===== config.mk =====
export PLATFORM = sky130hd
export DESIGN_NAME = rail_override_fault_mask
export DESIGN_NICKNAME = d
export VERILOG_FILES = /design/src/verilog/rail_enable_gate.v /design/src/verilog/rail_override_fault_mask.v
export VERILOG_INCLUDE_DIRS = /design/src /design/src/verilog
export SDC_FILE = /design/constraint.sdc
export NUM_CORES = 1
export LEC_CHECK = 0
export BUFFER_PORTS_ARGS = -buffer_cell sky130_fd_sc_hd__buf_2
export CORE_UTILIZATION = 60
export CTS_BUF_LIST = sky130_fd_sc_hd__clkbuf_4
export DETAILED_ROUTE_END_ITERATION = 6
export PLACE_DENSITY = 0.82
export SLEW_MARGIN = 10
export SYNTH_ARGS = -nofsm -noshare
export SYNTH_HDL_FRONTEND = slang
export SYNTH_SLANG_ARGS = --single-unit

===== constraint.sdc =====
create_clock -name clk_in -period 2.71 [get_ports clk_in]
set_clock_uncertainty 0.1 [all_clocks]
set_input_delay 0.542 -clock clk_in [delete_from_list [all_inputs] [get_ports clk_in]]
set_output_delay 0.542 -clock clk_in [all_outputs]
set_load 0.1 [all_outputs]

===== src/verilog/rail_override_consts.vh =====
// Function
// - Bit 7 sets open-drain output four level.
// - Bits 6-4 set output three-one levels.
// - Bit 3 forces termination regulator on.
// - Bit 2 forces load switch B two on.
// - Bit 1 forces load switch B one on.
// - Bit 0 forces linear regulator A three on.
// - Override/output register resets to 89h.
// - Disable bit at 0 forces rail off.
// - Mask bit 7 masks linear A two fault.
// - Mask bit 6 masks switch A one fault.
// - Mask bits 5-0 mask step-down six-one faults.
// - Fault-mask register resets to C0h.
`ifndef RAIL_OVERRIDE_CONSTS_VH
`define RAIL_OVERRIDE_CONSTS_VH

`define OVERRIDE_REG_ADDR   8'h00A1
`define FAULT_MASK_REG_ADDR 8'h00A2
`define OVERRIDE_REG_RESET  8'h0089
`define FAULT_MASK_RESET    8'h00C0
`define UNMAPPED_READ_VALUE 8'h0000

`define LEVEL_FOUR_BIT      7
`define LEVEL_THREE_BIT     6
`define LEVEL_TWO_BIT       5
`define LEVEL_ONE_BIT       4
`define TERM_FORCE_BIT      3
`define SWB_TWO_FORCE_BIT   2
`define SWB_ONE_FORCE_BIT   1
`define LIN_A3_FORCE_BIT    0

`define SERIAL_ADDR_DEFAULT 7'h0042
`define BITS_PER_BYTE       4'h0008

`endif


===== src/verilog/rail_enable_gate.v =====
`timescale 1ns/1ps
module rail_enable_gate
(
  // Clock and reset
  input  wire clk_in,
  input  wire resetn_in,
  // Control terms
  input  wire force_on_in,
  input  wire pin_enable_in,
  input  wire disable_n_in,
  // Rail enable
  output reg  rail_on_out
);

  // A disable bit of 0 wins over both the override and the pin control.
  always @(posedge clk_in)
  begin
    if (!resetn_in)
      rail_on_out <= 1'b0;
    else
      rail_on_out <= disable_n_in & (force_on_in | pin_enable_in);
  end

endmodule


===== src/verilog/rail_override_fault_mask.v =====
`timescale 1ns/1ps
`include "rail_override_consts.vh"
module rail_override_fault_mask
#(
  parameter [6:0] DEVICE_ADDR = `SERIAL_ADDR_DEFAULT,
  // Bit n set: general output n+1 is push-pull, else open-drain.
  parameter [2:0] PUSH_PULL   = 3'h0
)
(
  // Clock and reset
  input  wire       clk_in,
  input  wire       resetn_in,
  // Serial control bus
  input  wire       scl_in,
  input  wire       sda_in,
  output reg        sda_out,
  output reg        sda_oe_out,
  // Rail control from pins or internal power-good sequencing
  input  wire       term_reg_pin_en_in,
  input  wire       switch_b_two_pin_en_in,
  input  wire       switch_b_one_pin_en_in,
  input  wire       linear_a_three_pin_en_in,
  // Disable bits, 0 forces the rail off
  input  wire       term_reg_disable_in,
  input  wire       switch_b_two_disable_in,
  input  wire       switch_b_one_disable_in,
  input  wire       linear_a_three_disable_in,
  // Rail enables
  output wire       termination_regulator_on_out,
  output wire       load_switch_b_two_on_out,
  output wire       load_switch_b_one_on_out,
  output wire       linear_reg_a_three_on_out,
  // General outputs
  output reg  [3:0] general_output_out,
  output reg  [3:0] general_output_oe_out,
  // Power faults: 7 linear A two, 6 switch A one, 5..0 step-down six..one
  input  wire [7:0] rail_fault_in,
  output reg        shutdown_request_out
);

  localparam [2:0] ST_IDLE  = 3'h0;
  localparam [2:0] ST_ADDR  = 3'h1;
  localparam [2:0] ST_AACK  = 3'h2;
  localparam [2:0] ST_WDATA = 3'h3;
  localparam [2:0] ST_WACK  = 3'h4;
  localparam [2:0] ST_RDATA = 3'h5;
  localparam [2:0] ST_RACK  = 3'h6;

  reg  [7:0] rail_override_and_output_level;
  reg  [7:0] rail_fault_shutdown_mask_one;
  reg  [2:0] state;
  reg  [7:0] shift;
  reg  [3:0] bit_count;
  reg  [7:0] pointer;
  reg        read_mode;
  reg        first_byte;
  reg        master_nack;
  reg        scl_q;
  reg        sda_q;
  reg        scl_prev;
  reg        sda_prev;
  wire       scl_rise;
  wire       scl_fall;
  wire       start_seen;
  wire       stop_seen;
  wire [7:0] read_value;

  function [7:0] reg_read;
    input [7:0] addr;
    input [7:0] override_value;
    input [7:0] mask_value;
    begin
      if (addr == `OVERRIDE_REG_ADDR)
        reg_read = override_value;
      else if (addr == `FAULT_MASK_REG_ADDR)
        reg_read = mask_value;
      else
        reg_read = `UNMAPPED_READ_VALUE;
    end
  endfunction

  function [1:0] drive_pin;
    input level;
    input push_pull;
    begin
      // Result is {output value, output enable}.
      if (push_pull)
        drive_pin = {level, 1'b1};
      else
        drive_pin = {1'b0, ~level};
    end
  endfunction

  assign scl_rise   = scl_q & ~scl_prev;
  assign scl_fall   = ~scl_q & scl_prev;
  assign start_seen = scl_q & scl_prev & sda_prev & ~sda_q;
  assign stop_seen  = scl_q & scl_prev & ~sda_prev & sda_q;
  assign read_value = reg_read(pointer, rail_override_and_output_level,
                               rail_fault_shutdown_mask_one);

  always @(posedge clk_in)
  begin
    if (!resetn_in)
    begin
      scl_q    <= 1'b1;
      sda_q    <= 1'b1;
      scl_prev <= 1'b1;
      sda_prev <= 1'b1;
    end
    else
    begin
      scl_q    <= scl_in;
      sda_q    <= sda_in;
      scl_prev <= scl_q;
      sda_prev <= sda_q;
    end
  end

  // Serial slave: address, register pointer, then data with auto-increment.
  always @(posedge clk_in)
  begin
    if (!resetn_in)
    begin
      state                          <= ST_IDLE;
      shift                          <= 8'h0000;
      bit_count                      <= 4'h0000;
      pointer                        <= 8'h0000;
      read_mode                      <= 1'b0;
      first_byte                     <= 1'b0;
      master_nack                    <= 1'b0;
      sda_out                        <= 1'b0;
      sda_oe_out                     <= 1'b0;
      rail_override_and_output_level <= `OVERRIDE_REG_RESET;
      rail_fault_shutdown_mask_one   <= `FAULT_MASK_RESET;
    end
    else if (start_seen)
    begin
      state      <= ST_ADDR;
      bit_count  <= 4'h0000;
      sda_oe_out <= 1'b0;
    end
    else if (stop_seen)
    begin
      state      <= ST_IDLE;
      sda_oe_out <= 1'b0;
    end
    else
    begin
      case (state)
        ST_IDLE:
        begin
          sda_oe_out <= 1'b0;
        end
        ST_ADDR:
        begin
          if (scl_rise)
          begin
            shift     <= {shift[6:0], sda_q};
            bit_count <= bit_count + 4'h0001;
          end
          else if (scl_fall && bit_count == `BITS_PER_BYTE)
          begin
            if (shift[7:1] == DEVICE_ADDR)
            begin
              read_mode  <= shift[0];
              sda_oe_out <= 1'b1;
              state      <= ST_AACK;
            end
            else
              state <= ST_IDLE;
          end
        end
        ST_AACK:
        begin
          if (scl_fall)
          begin
            bit_count  <= 4'h0000;
            first_byte <= 1'b1;
            if (read_mode)
            begin
              shift      <= read_value;
              sda_oe_out <= ~read_value[7];
              pointer    <= pointer + 8'h0001;
              state      <= ST_RDATA;
            end
            else
            begin
              sda_oe_out <= 1'b0;
              state      <= ST_WDATA;
            end
          end
        end
        ST_WDATA:
        begin
          if (scl_rise)
          begin
            shift     <= {shift[6:0], sda_q};
            bit_count <= bit_count + 4'h0001;
          end
          else if (scl_fall && bit_count == `BITS_PER_BYTE)
          begin
            if (first_byte)
              pointer <= shift;
            else
            begin
              if (pointer == `OVERRIDE_REG_ADDR)
                rail_override_and_output_level <= shift;
              if (pointer == `FAULT_MASK_REG_ADDR)
                rail_fault_shutdown_mask_one <= shift;
              pointer <= pointer + 8'h0001;
            end
            sda_oe_out <= 1'b1;
            state      <= ST_WACK;
          end
        end
        ST_WACK:
        begin
          if (scl_fall)
          begin
            sda_oe_out <= 1'b0;
            bit_count  <= 4'h0000;
            first_byte <= 1'b0;
            state      <= ST_WDATA;
          end
        end
        ST_RDATA:
        begin
          if (scl_rise)
            bit_count <= bit_count + 4'h0001;
          else if (scl_fall)
          begin
            if (bit_count == `BITS_PER_BYTE)
            begin
              sda_oe_out <= 1'b0;
              state      <= ST_RACK;
            end
            else
            begin
              shift      <= {shift[6:0], 1'b0};
              sda_oe_out <= ~shift[6];
            end
          end
        end
        ST_RACK:
        begin
          if (scl_rise)
            master_nack <= sda_q;
          else if (scl_fall)
          begin
            bit_count <= 4'h0000;
            if (master_nack)
              state <= ST_IDLE;
            else
            begin
              shift      <= read_value;
              sda_oe_out <= ~read_value[7];
              pointer    <= pointer + 8'h0001;
              state      <= ST_RDATA;
            end
          end
        end
        default:
        begin
          state      <= ST_IDLE;
          sda_oe_out <= 1'b0;
        end
      endcase
    end
  end

  // General output pins follow their level bits.
  always @(posedge clk_in)
  begin
    if (!resetn_in)
    begin
      general_output_out    <= 4'h0000;
      general_output_oe_out <= 4'h0000;
    end
    else
    begin
      {general_output_out[3], general_output_oe_out[3]} <=
        drive_pin(rail_override_and_output_level[`LEVEL_FOUR_BIT], 1'b0);
      {general_output_out[2], general_output_oe_out[2]} <=
        drive_pin(rail_override_and_output_level[`LEVEL_THREE_BIT], PUSH_PULL[2]);
      {general_output_out[1], general_output_oe_out[1]} <=
        drive_pin(rail_override_and_output_level[`LEVEL_TWO_BIT], PUSH_PULL[1]);
      {general_output_out[0], general_output_oe_out[0]} <=
        drive_pin(rail_override_and_output_level[`LEVEL_ONE_BIT], PUSH_PULL[0]);
    end
  end

  // Any unmasked fault requests the shutdown sequence.
  always @(posedge clk_in)
  begin
    if (!resetn_in)
      shutdown_request_out <= 1'b0;
    else
      shutdown_request_out <= |(rail_fault_in &
                                ~rail_fault_shutdown_mask_one);
  end

  rail_enable_gate term_gate
  (
    .clk_in        (clk_in),
    .resetn_in     (resetn_in),
    .force_on_in   (rail_override_and_output_level[`TERM_FORCE_BIT]),
    .pin_enable_in (term_reg_pin_en_in),
    .disable_n_in  (term_reg_disable_in),
    .rail_on_out   (termination_regulator_on_out)
  );

  rail_enable_gate swb_two_gate
  (
    .clk_in        (clk_in),
    .resetn_in     (resetn_in),
    .force_on_in   (rail_override_and_output_level[`SWB_TWO_FORCE_BIT]),
    .pin_enable_in (switch_b_two_pin_en_in),
    .disable_n_in  (switch_b_two_disable_in),
    .rail_on_out   (load_switch_b_two_on_out)
  );

  rail_enable_gate swb_one_gate
  (
    .clk_in        (clk_in),
    .resetn_in     (resetn_in),
    .force_on_in   (rail_override_and_output_level[`SWB_ONE_FORCE_BIT]),
    .pin_enable_in (switch_b_one_pin_en_in),
    .disable_n_in  (switch_b_one_disable_in),
    .rail_on_out   (load_switch_b_one_on_out)
  );

  rail_enable_gate lin_a3_gate
  (
    .clk_in        (clk_in),
    .resetn_in     (resetn_in),
    .force_on_in   (rail_override_and_output_level[`LIN_A3_FORCE_BIT]),
    .pin_enable_in (linear_a_three_pin_en_in),
    .disable_n_in  (linear_a_three_disable_in),
    .rail_on_out   (linear_reg_a_three_on_out)
  );

endmodule


==> results.toml, run 1 <==
[outcome]
status = "complete, no violations"

[synthesis]
synth.distinct_cells = 60
synthCells = 342
syn_area_um2 = 2910
synthFlopType = "dfxtp_1"
synth_edf_count = 0
ys_warn_count = 0
avgSynthCellArea_um2 = 8.50
ys_ff_latch = 56
synthTopCellsByArea = "dfxtp_1 (39%), mux2i_1 (6.5%), a21oi_1 (6.0%)"
yosysTopAreaCell = "dfxtp_1"
synth_top_area_share_pct = 38.6
async_reset_ff_share_pct = 0
ys_seq_area_share_pct = 38.6

[detailed_routing]
first_pass_iters = 5
vias = 2618
first_iter_violations = 262
drc = 0
drt-vias-per-instance = 6.23
route.detailed.wl_per_inst_um = 15.7
drt_wl_total_mm = 6.61
drtAntennaViolNets = 0

[floorplanning]
start_util_pct = 64.6
die_h_um = 71.6
pin_count = 35
die_area_um2 = 5130
num_rows = 24
core-area_um2 = 4500
die_w_um = 71.6

[clocking]
cts_htree_levels = 2
clock_sinks = 56
clockBufferDepth = 2
cts_hold_buf = 0
path_clk_slew_ps = 150
cts_resized = 0
tritoncts = "yes"
clock_latency_ps = 400
cts_buffers = 5
clk_root_buffer_cell = "clkbuf_4"
post_cts_buffers = 0

[grt]
antenna_found_initial = 0
grt_max_degree = 37
grt_pass1_wl_mm = 11.3
grt_pass1_vias = 2368
overflow = 0
grt_usage_pct = 28.0

[pwr]
power.density_nw_per_um2 = 454
peakVddDrop_v = 0.000247
p_leak_uw = 0.00130

[timing]
min_period_ps = 2330
hold_violations = 0
fmax_ghz = 0.430
tightest_slew_ps = 597
fin_crit_sh_pct = 85.9
setup_violations = 0
relSlewSlack_pct = 59.8
drv_slew = 0
rsz0062_at_grt = "false"
fin_tns_setup_ps = 0

[finish]
syn_to_final_growth_pct = 7.92
nNetsFinal = 392
post-route-util_pct = 69.7
antennaDiodeCount = 0
nFillCells = 374
layout-drive-gt1-share_pct = 14.7

[critical_path]
r2r_cells = 5
endpoint_kind = "flip-flop"
cp_data_required_time_ps = 2940
startpoint_type = "flip-flop"
arrival_ps = 2550
critical_path_class = "reg2reg"
crit_fanout = 17

[worst_hold_path]
holdPathStages = 2
min_path_type = "in2reg"

[placed_design]
hpwl_mm = 4.64
globalplace.congestion = 0.953
io_buffer_count = 29

[flow_run]
cap_viol_max_count = 0
==> state kept, by name (all words and copies together), names as in the netlist <==
signal,cells
bit_count,4
first_byte,1
general_output_oe_out,4
lin_a3_gate.rail_on_out,1
master_nack,1
pointer,8
rail_fault_shutdown_mask_one,8
rail_override_and_output_level,8
read_mode,1
scl_prev,1
scl_q,1
sda_oe_out,1
sda_prev,1
sda_q,1
shift,8
shutdown_request_out,1
state,3
swb_one_gate.rail_on_out,1
swb_two_gate.rail_on_out,1
term_gate.rail_on_out,1
==> cell usage after synthesis (all sizes together) (2+ instances only) <==
library cell and n:
o221ai 2, mux2i 19, nor4 2, nand3b 4, or2 5, nand2 21, nand2b 9, nor2 28
and2 2, nand3 8, nor3b 4, clkbuf 13, a221oi 3, a31oi 2, dfxtp 56, inv 16
nand4 2, a211oi 4, buf 10, a21boi 2, o211ai 2, and3b 7, ha 5, o211a 4
a21oi 35, a22oi 2, a311oi 2, o32ai 7, o22ai 3, o31ai 2, o21ai 6, nor2b 4
a2111oi 6, xor2 4, nor3 20
==> report_power, final <==
group	total, uW	switching, uW	internal [uW]
sequential	851	14.0	837
clock	387	279	108
combinational	187	142	45.3
total	1430	435	991
==> cells by family after synthesis <==
family / Yosys count / share of synthesized area (%)
flip-flops: 56 / 38.6
multiplexers: 19 / 6.54
adder cells (fa/ha/maj): 5 / 2.15
XOR/XNOR: 5 / 1.51
AO/OA/AOI/OAI: 94 / 22.5
buffers and inverters: 40 / 6.24
other: 1 / 0.129
AND/OR/NAND/NOR: 122 / 22.4
==> worst paths after layout <==
| path | start | end | slack, ps |
|---|---|---|---|
| min | scl_in | scl_q | 230 |
| max reg2reg | state[2] | pointer[0] | 380 |
| min reg2reg | rail_override_and_output_level[6] | general_output_oe_out[2] | 380 |
| max | state[2] | pointer[0] | 380 |
==> cell type report <==
type	count	area, um^2	share of cell area, %
multi-input cells	250	1620	51.6
inverters	17	63.8	2.03
well taps	52	65.1	2.07
clock buffers	5	37.5	1.20
flip-flops and latches	56	1120	35.7
clock inverters	3	25.0	0.797
repair buffers	37	205	6.54
==> placed cells by master (no fill, tap or decap), types with 3 or more instances in the layout <==
cell type / count
a2111oi_0: 6
a211oi_1: 4
a21oi_1: 35
a221oi_1: 3
and3b_1: 7
buf_2: 29
buf_4: 8
clkbuf_4: 5
conb_1: 5
dfxtp_1: 56
ha_1: 5
inv_1: 16
mux2i_1: 19
nand2_1: 21
nand2b_1: 9
nand3_1: 6
nand3b_1: 4
nor2_1: 28
nor2b_1: 4
nor3_1: 20
nor3b_1: 4
o211a_1: 4
o21ai_0: 6
o22ai_1: 3
o32ai_1: 7
or2_2: 5
xor2_1: 4
==> stage by stage <==
stage               area, um^2  total power (uW)  hold WS (ps)  worst slack (ps)  instances
finish                    3140              1430           229               382        420
global route              3140              1490           230               226        420
CTS                       3140              1440           211               398        420
detailed placement        3080              1050           341               425        412
global placement          3080              1050           329               464        412
floorplan                 2920              1020           313               676        346
==> worst max-delay path: stages (launching register included) <==
cell and delay (ps):
dfxtp_1 450, buf_4 220, o41a_1 410, a311o_1 530
or3_1 410, a31oi_1 150
==> per-layer routing <==
layer / track usage [%] / up-vias / part of all wire [%]
met2: 42.1 / 102 / 45
met1: 40.1 / 1219 / 46
met3: 4.36 / 11 / 6.7
met4: 11.3 / 0 / 2.3
met5: 0 / - / 0
li1: - / 1286 / -
No activity file was read; power rests on OpenSTA's default activity.
==> run 2, diff against run 1 <==
--- a/config.mk
+++ b/config.mk
@@ -14,4 +14,5 @@
 export SLEW_MARGIN = 10
 export SYNTH_ARGS = -nofsm -noshare
 export SYNTH_HDL_FRONTEND = slang
+export SYNTH_HIERARCHICAL = 1
 export SYNTH_SLANG_ARGS = --single-unit
==> run 2 against run 1 <==
Flip-flop and latch count is the same. Fmax increased by 5.6%. Critical path depth down 1. Largest power group unchanged. First-iteration DRC count down 33%. Global-route usage shrank 1.3 points. Clock power fell by 11%.
==> results.toml, run 2 <==
[placed_design]
dp.cells = 437
hpwl_mm = 4.81
placed_cell_area_um2 = 3190
io_buffer_count = 29
globalplace.congestion = 0.932

[critical_path]
crit-reg2reg-launch = "state[1]"
rrSetupSlack_ps = 510
startpoint_type = "flip-flop"
endpoint_kind = "flip-flop"
crit_fanout = 21
critical_path_class = "reg2reg"
cp_data_required_time_ps = 2900
r2r-end = "state[0]"
arrival_ps = 2390
r2r_cells = 4

[clocking]
cts_htree_levels = 2
cts_hold_buf = 0
clock_latency_ps = 360
clk_root_buffer_cell = "clkbuf_4"
cts_buffers = 5
clockBufferDepth = 2
tritoncts = "yes"
clock_sinks = 56
path_clk_slew_ps = 150
post_cts_buffers = 0
cts_resized = 0

[finish]
antennaDiodeCount = 0
layout_commonest_cell = "dfxtp_1"
layout.cells.non_filler = 444
seq_area_um2 = 1120
multi_input_comb_area_um2 = 1740
post-route-util_pct = 67.8
nFillCells = 404
nNetsFinal = 402
layout-drive-gt1-share_pct = 14.9
syn_to_final_growth_pct = 7.11
stdcell_area_um2 = 3240
layout_common_cells = "dfxtp_1 (56), nand2_1 (48), nor2_1 (31), a21oi_1 (31), buf_2 (29)"

[timing]
rsz0062_at_grt = "false"
min_period_ps = 2200
fmax_ghz = 0.454
setup_violations = 0
fin_tns_setup_ps = 0
drv_slew = 0
relSlewSlack_pct = 52.2
hold_violations = 0
tightest_slew_ps = 713
fin_crit_sh_pct = 81.3

[synthesis]
synth.distinct_cells = 65
synthFlopType = "dfxtp_1"
yosysTopAreaCell = "dfxtp_1"
synth.top_cells.by_count = "dfxtp_1 (56), nand2_1 (48), a21oi_1 (31), nor2_1 (31), mux2i_1 (27)"
yosysMostFrequentCell = "dfxtp_1"
async_reset_ff_share_pct = 0
synth_top_area_share_pct = 37.0
ys_warn_count = 6
synthCells = 354
syn_area_um2 = 3030
ys_seq_area_share_pct = 37.0
synth_edf_count = 0
ys_ff_latch = 56
avgSynthCellArea_um2 = 8.55
synthTopCellsByArea = "dfxtp_1 (37%), mux2i_1 (8.9%), nand2_1 (6.0%)"

[worst_hold_path]
holdPathStages = 2
hold-path-endpoint = "sda_q"
hold_start = "sda_in"
min_path_type = "in2reg"

[floorplanning]
start_util_pct = 63.3
num_rows = 25
core-area_um2 = 4790
die_h_um = 73.0
pin_count = 35
die_w_um = 73.0
die_area_um2 = 5330

[pwr]
p_leak_uw = 0.00142
peakVddDrop_v = 0.000260
power.density_nw_per_um2 = 414

[grt]
overflow = 0
grt_pass1_vias = 2419
grt_usage_pct = 26.7
antenna_found_initial = 0
grt_max_degree = 33
grt_pass1_wl_mm = 11.0

[flow_run]
cap_viol_max_count = 0

[detailed_routing]
drt_wl_total_mm = 6.54
drt-vias-per-instance = 5.89
drc = 0
first_iter_violations = 176
vias = 2617
first_pass_iters = 4
route.detailed.wl_per_inst_um = 14.7
drtAntennaViolNets = 0

[outcome]
status = "complete, no violations"
-- run 2: changes by cell type after synthesis, sizes merged, moves of 3 or more --
cell,delta
nand2,+27
nor3,-13
mux2i,+8
o31ai,+7
a2111oi,-5
a21oi,-4
clkbuf,-4
o21ai,+4
a211oi,-3
buf,+3
nor2,+3
-- run 2: kinds of logic (layout without fill, tap and decap cells) --
group	Yosys count	after routing	synth area share, %
and+or+nand+nor	134	134	24.4
adders and majority gates	5	5	2.07
muxes	27	27	8.93
xor gates and xnor gates	5	5	1.45
other	1	5	0.124
DFF	56	56	37.0
buffers and inverters	40	59	6.07
AOI/OAI and AO/OA	86	86	20.0
-- run 2: critical path, cell delays in order (launching register included) --
cell      delay, ps
dfxtp_1         760
a21boi_2        340
a221o_1         400
a221o_1         360
mux2i_1         180
-- run 2: worst max path at each step --
stage / startpoint / end / slack, ps / cells past startpoint
2_1_floorplan: bit_count[0] / pointer[0] / 900 / 7
3_3_place_gp: state[1] / state[0] / 620 / 4
3_5_place_dp: state[1] / state[0] / 560 / 4
4_1_cts: state[1] / state[0] / 540 / 4
5_1_grt: state[1] / state[0] / 390 / 4
6_report: state[1] / state[0] / 510 / 4
-- run 2: metal layers --
metal  part of all wire (%)  track usage, %  vias up
li1                       -               -     1290
met1                     47            35.6     1218
met2                     45            42.8       97
met3                    6.1            4.14       12
met4                    1.5            11.1        0
met5                      0               0        -
-- run 2: layout make-up --
type,count,share of cell area (%)
sequential,56,34.6
tap,67,2.58
clock inverter,2,0.386
multi-input combinational,262,53.6
inverter,18,2.08
clock buffer,5,1.16
timing repair buffer,34,5.63
-- run 2: per-stage QoR --
step,worst slack [ps],hold WS [ps],power (uW)
6_report,507,249,1340
3_5_place_dp,564,336,1020
2_1_floorplan,899,313,989
4_1_cts,542,234,1350
5_1_grt,391,232,1400
3_3_place_gp,617,328,1010
-- run 2: power by group --
part	internal, uW	total [uW]	switching, uW
clock	95.4	344	249
sequential	833	840	6.87
combinational	33.6	158	124
==> run 3, diff against run 2 <==
==> constraint.sdc (replaced) <==
create_clock -name clk_in -period 2.2 [get_ports clk_in]
set_clock_uncertainty 0.1 [all_clocks]
set_input_delay 0.44 -clock clk_in [delete_from_list [all_inputs] [get_ports clk_in]]
set_output_delay 0.44 -clock clk_in [all_outputs]
set_load 0.1 [all_outputs]
==> run 3 against run 2 <==
Register-to-register slack got worse by 340 ps. Non-clock buffer count rose by 7. Die area did not move. Hold slack got worse by 130 ps. Routed wire length rose by 1.2%. Worst setup slack got worse by 340 ps. Critical endpoint is now sda_oe_out. Highest routed layer unchanged.
==> results.toml, run 3 (synthesized netlist as in run 2, its figures left out) <==
[critical_path]
critical_path_class = "reg2reg"
crit-reg2reg-launch = "pointer[0]"
slowest_stage = "dfxtp_1"
cp_data_required_time_ps = 2410
r2r_cells = 7
arrival_ps = 2240
crit_chain = "inv_1, ha_1, and3b_1, a21oi_1, o221ai_1, o311a_1, a211oi_1"
startpoint_type = "flip-flop"
r2r-end = "sda_oe_out"
crit_fanout = 9
endpoint_kind = "flip-flop"
rrSetupSlack_ps = 170
max_stage_delay_ps = 470

[grt]
overflow = 0
grt_pass1_vias = 2330
grt_usage_pct = 26.4
grt_max_degree = 40
grt_pass1_wl_mm = 10.9
antenna_found_initial = 0

[timing]
relSlewSlack_pct = 65.4
min_period_ps = 2030
fin_crit_sh_pct = 92.4
rsz0062_at_grt = "false"
setup_violations = 0
drv_slew = 0
fin_tns_setup_ps = 0
hold_violations = 0
tightest_slew_ps = 519
fmax_ghz = 0.492

[finish]
post-route-util_pct = 69.1
syn_to_final_growth_pct = 9.26
layout-drive-gt1-share_pct = 16.6
layout_commonest_cell = "dfxtp_1"
antennaDiodeCount = 0
layout_common_cells = "dfxtp_1 (56), nand2_1 (48), nor2_1 (31), a21oi_1 (31), buf_2 (29)"
nNetsFinal = 409

[floorplanning]
die_h_um = 73.0
start_util_pct = 63.3
die_area_um2 = 5330
core-area_um2 = 4790
pin_count = 35
num_rows = 25
die_w_um = 73.0

[clocking]
clock_latency_ps = 390
tritoncts = "yes"
clk_root_buffer_cell = "clkbuf_4"
cts_resized = 0
path_clk_slew_ps = 160
cts_hold_buf = 0
cts_buffers = 5
clock_sinks = 56
clockBufferDepth = 2
cts_htree_levels = 2
post_cts_buffers = 0

[detailed_routing]
drt-vias-per-instance = 5.79
first_pass_iters = 4
first_iter_violations = 196
vias = 2619
drt_wl_total_mm = 6.62
drc = 0
drtAntennaViolNets = 0
route.detailed.wl_per_inst_um = 14.7

[outcome]
status = "complete, no violations"

[pwr]
power.density_nw_per_um2 = 513
peakVddDrop_v = 0.000292
p_leak_uw = 0.00147

[placed_design]
io_buffer_count = 29
globalplace.congestion = 0.905
hpwl_mm = 4.82

[worst_hold_path]
holdPathStages = 2
hold_start = "sda_in"
hold-path-endpoint = "sda_q"
min_path_type = "in2reg"

[flow_run]
cap_viol_max_count = 0
-- run 3: cell count changes in the layout (fill, tap and decap cells not counted), sizes merged --
cell    change
buf         +7
inv         +2
clkinv      -1
-- run 3: worst max path at each step --
stage / start / end / slack [ps]
6_report: pointer[0] / sda_oe_out / 170
2_1_floorplan: bit_count[0] / pointer[0] / 390
3_5_place_dp: bit_count[0] / pointer[1] / 230
3_3_place_gp: state[0] / pointer[0] / 250
5_1_grt: pointer[0] / sda_oe_out / 20
4_1_cts: bit_count[0] / pointer[1] / 200
-- run 3: through the flow --
step	hold slack (ps)	worst slack [ps]	cell area, um^2	std cells	power, uW
2_1_floorplan	313	389	3040	358	1220
3_3_place_gp	326	253	3250	444	1250
3_5_place_dp	332	229	3250	444	1250
4_1_cts	118	201	3310	452	1720
5_1_grt	101	22.6	3310	452	1770
6_report	123	168	3310	452	1700
-- run 3: power by group --
part	switching [uW]	internal [uW]
clock network	336	133
logic	151	42.4
registers	8.55	1030
total	496	1200
-- run 3: area by class of cell --
class | instances | area (um^2)
inverter | 18 | 67.6
sequential | 56 | 1120
multi-input combinational | 262 | 1740
timing repair buffer | 41 | 235
fill | 384 | 1480
clock inverter | 3 | 25.0
clock buffer | 5 | 37.5
tap | 67 | 83.8
-- run 3: layer usage --
| layer | track usage [%] | part of all wire, % | routed length (um) |
|---|---|---|---|
| met4 | 7.63 | 0.82 | 54 |
| met5 | 0 | 0 | 0 |
| met2 | 43.9 | 47 | 3110 |
| met1 | 35.1 | 47 | 3100 |
| met3 | 4.28 | 5.4 | 357 |
-- run 3: worst max-delay path, delay by kind of cell, from the launching register on --
kind / cells / cell delay, ps
buffers and inverters: 1 / 70
and+or+nand+nor: 1 / 230
DFF: 1 / 470
AOI/OAI and AO/OA: 4 / 750
adders and majority gates: 1 / 340
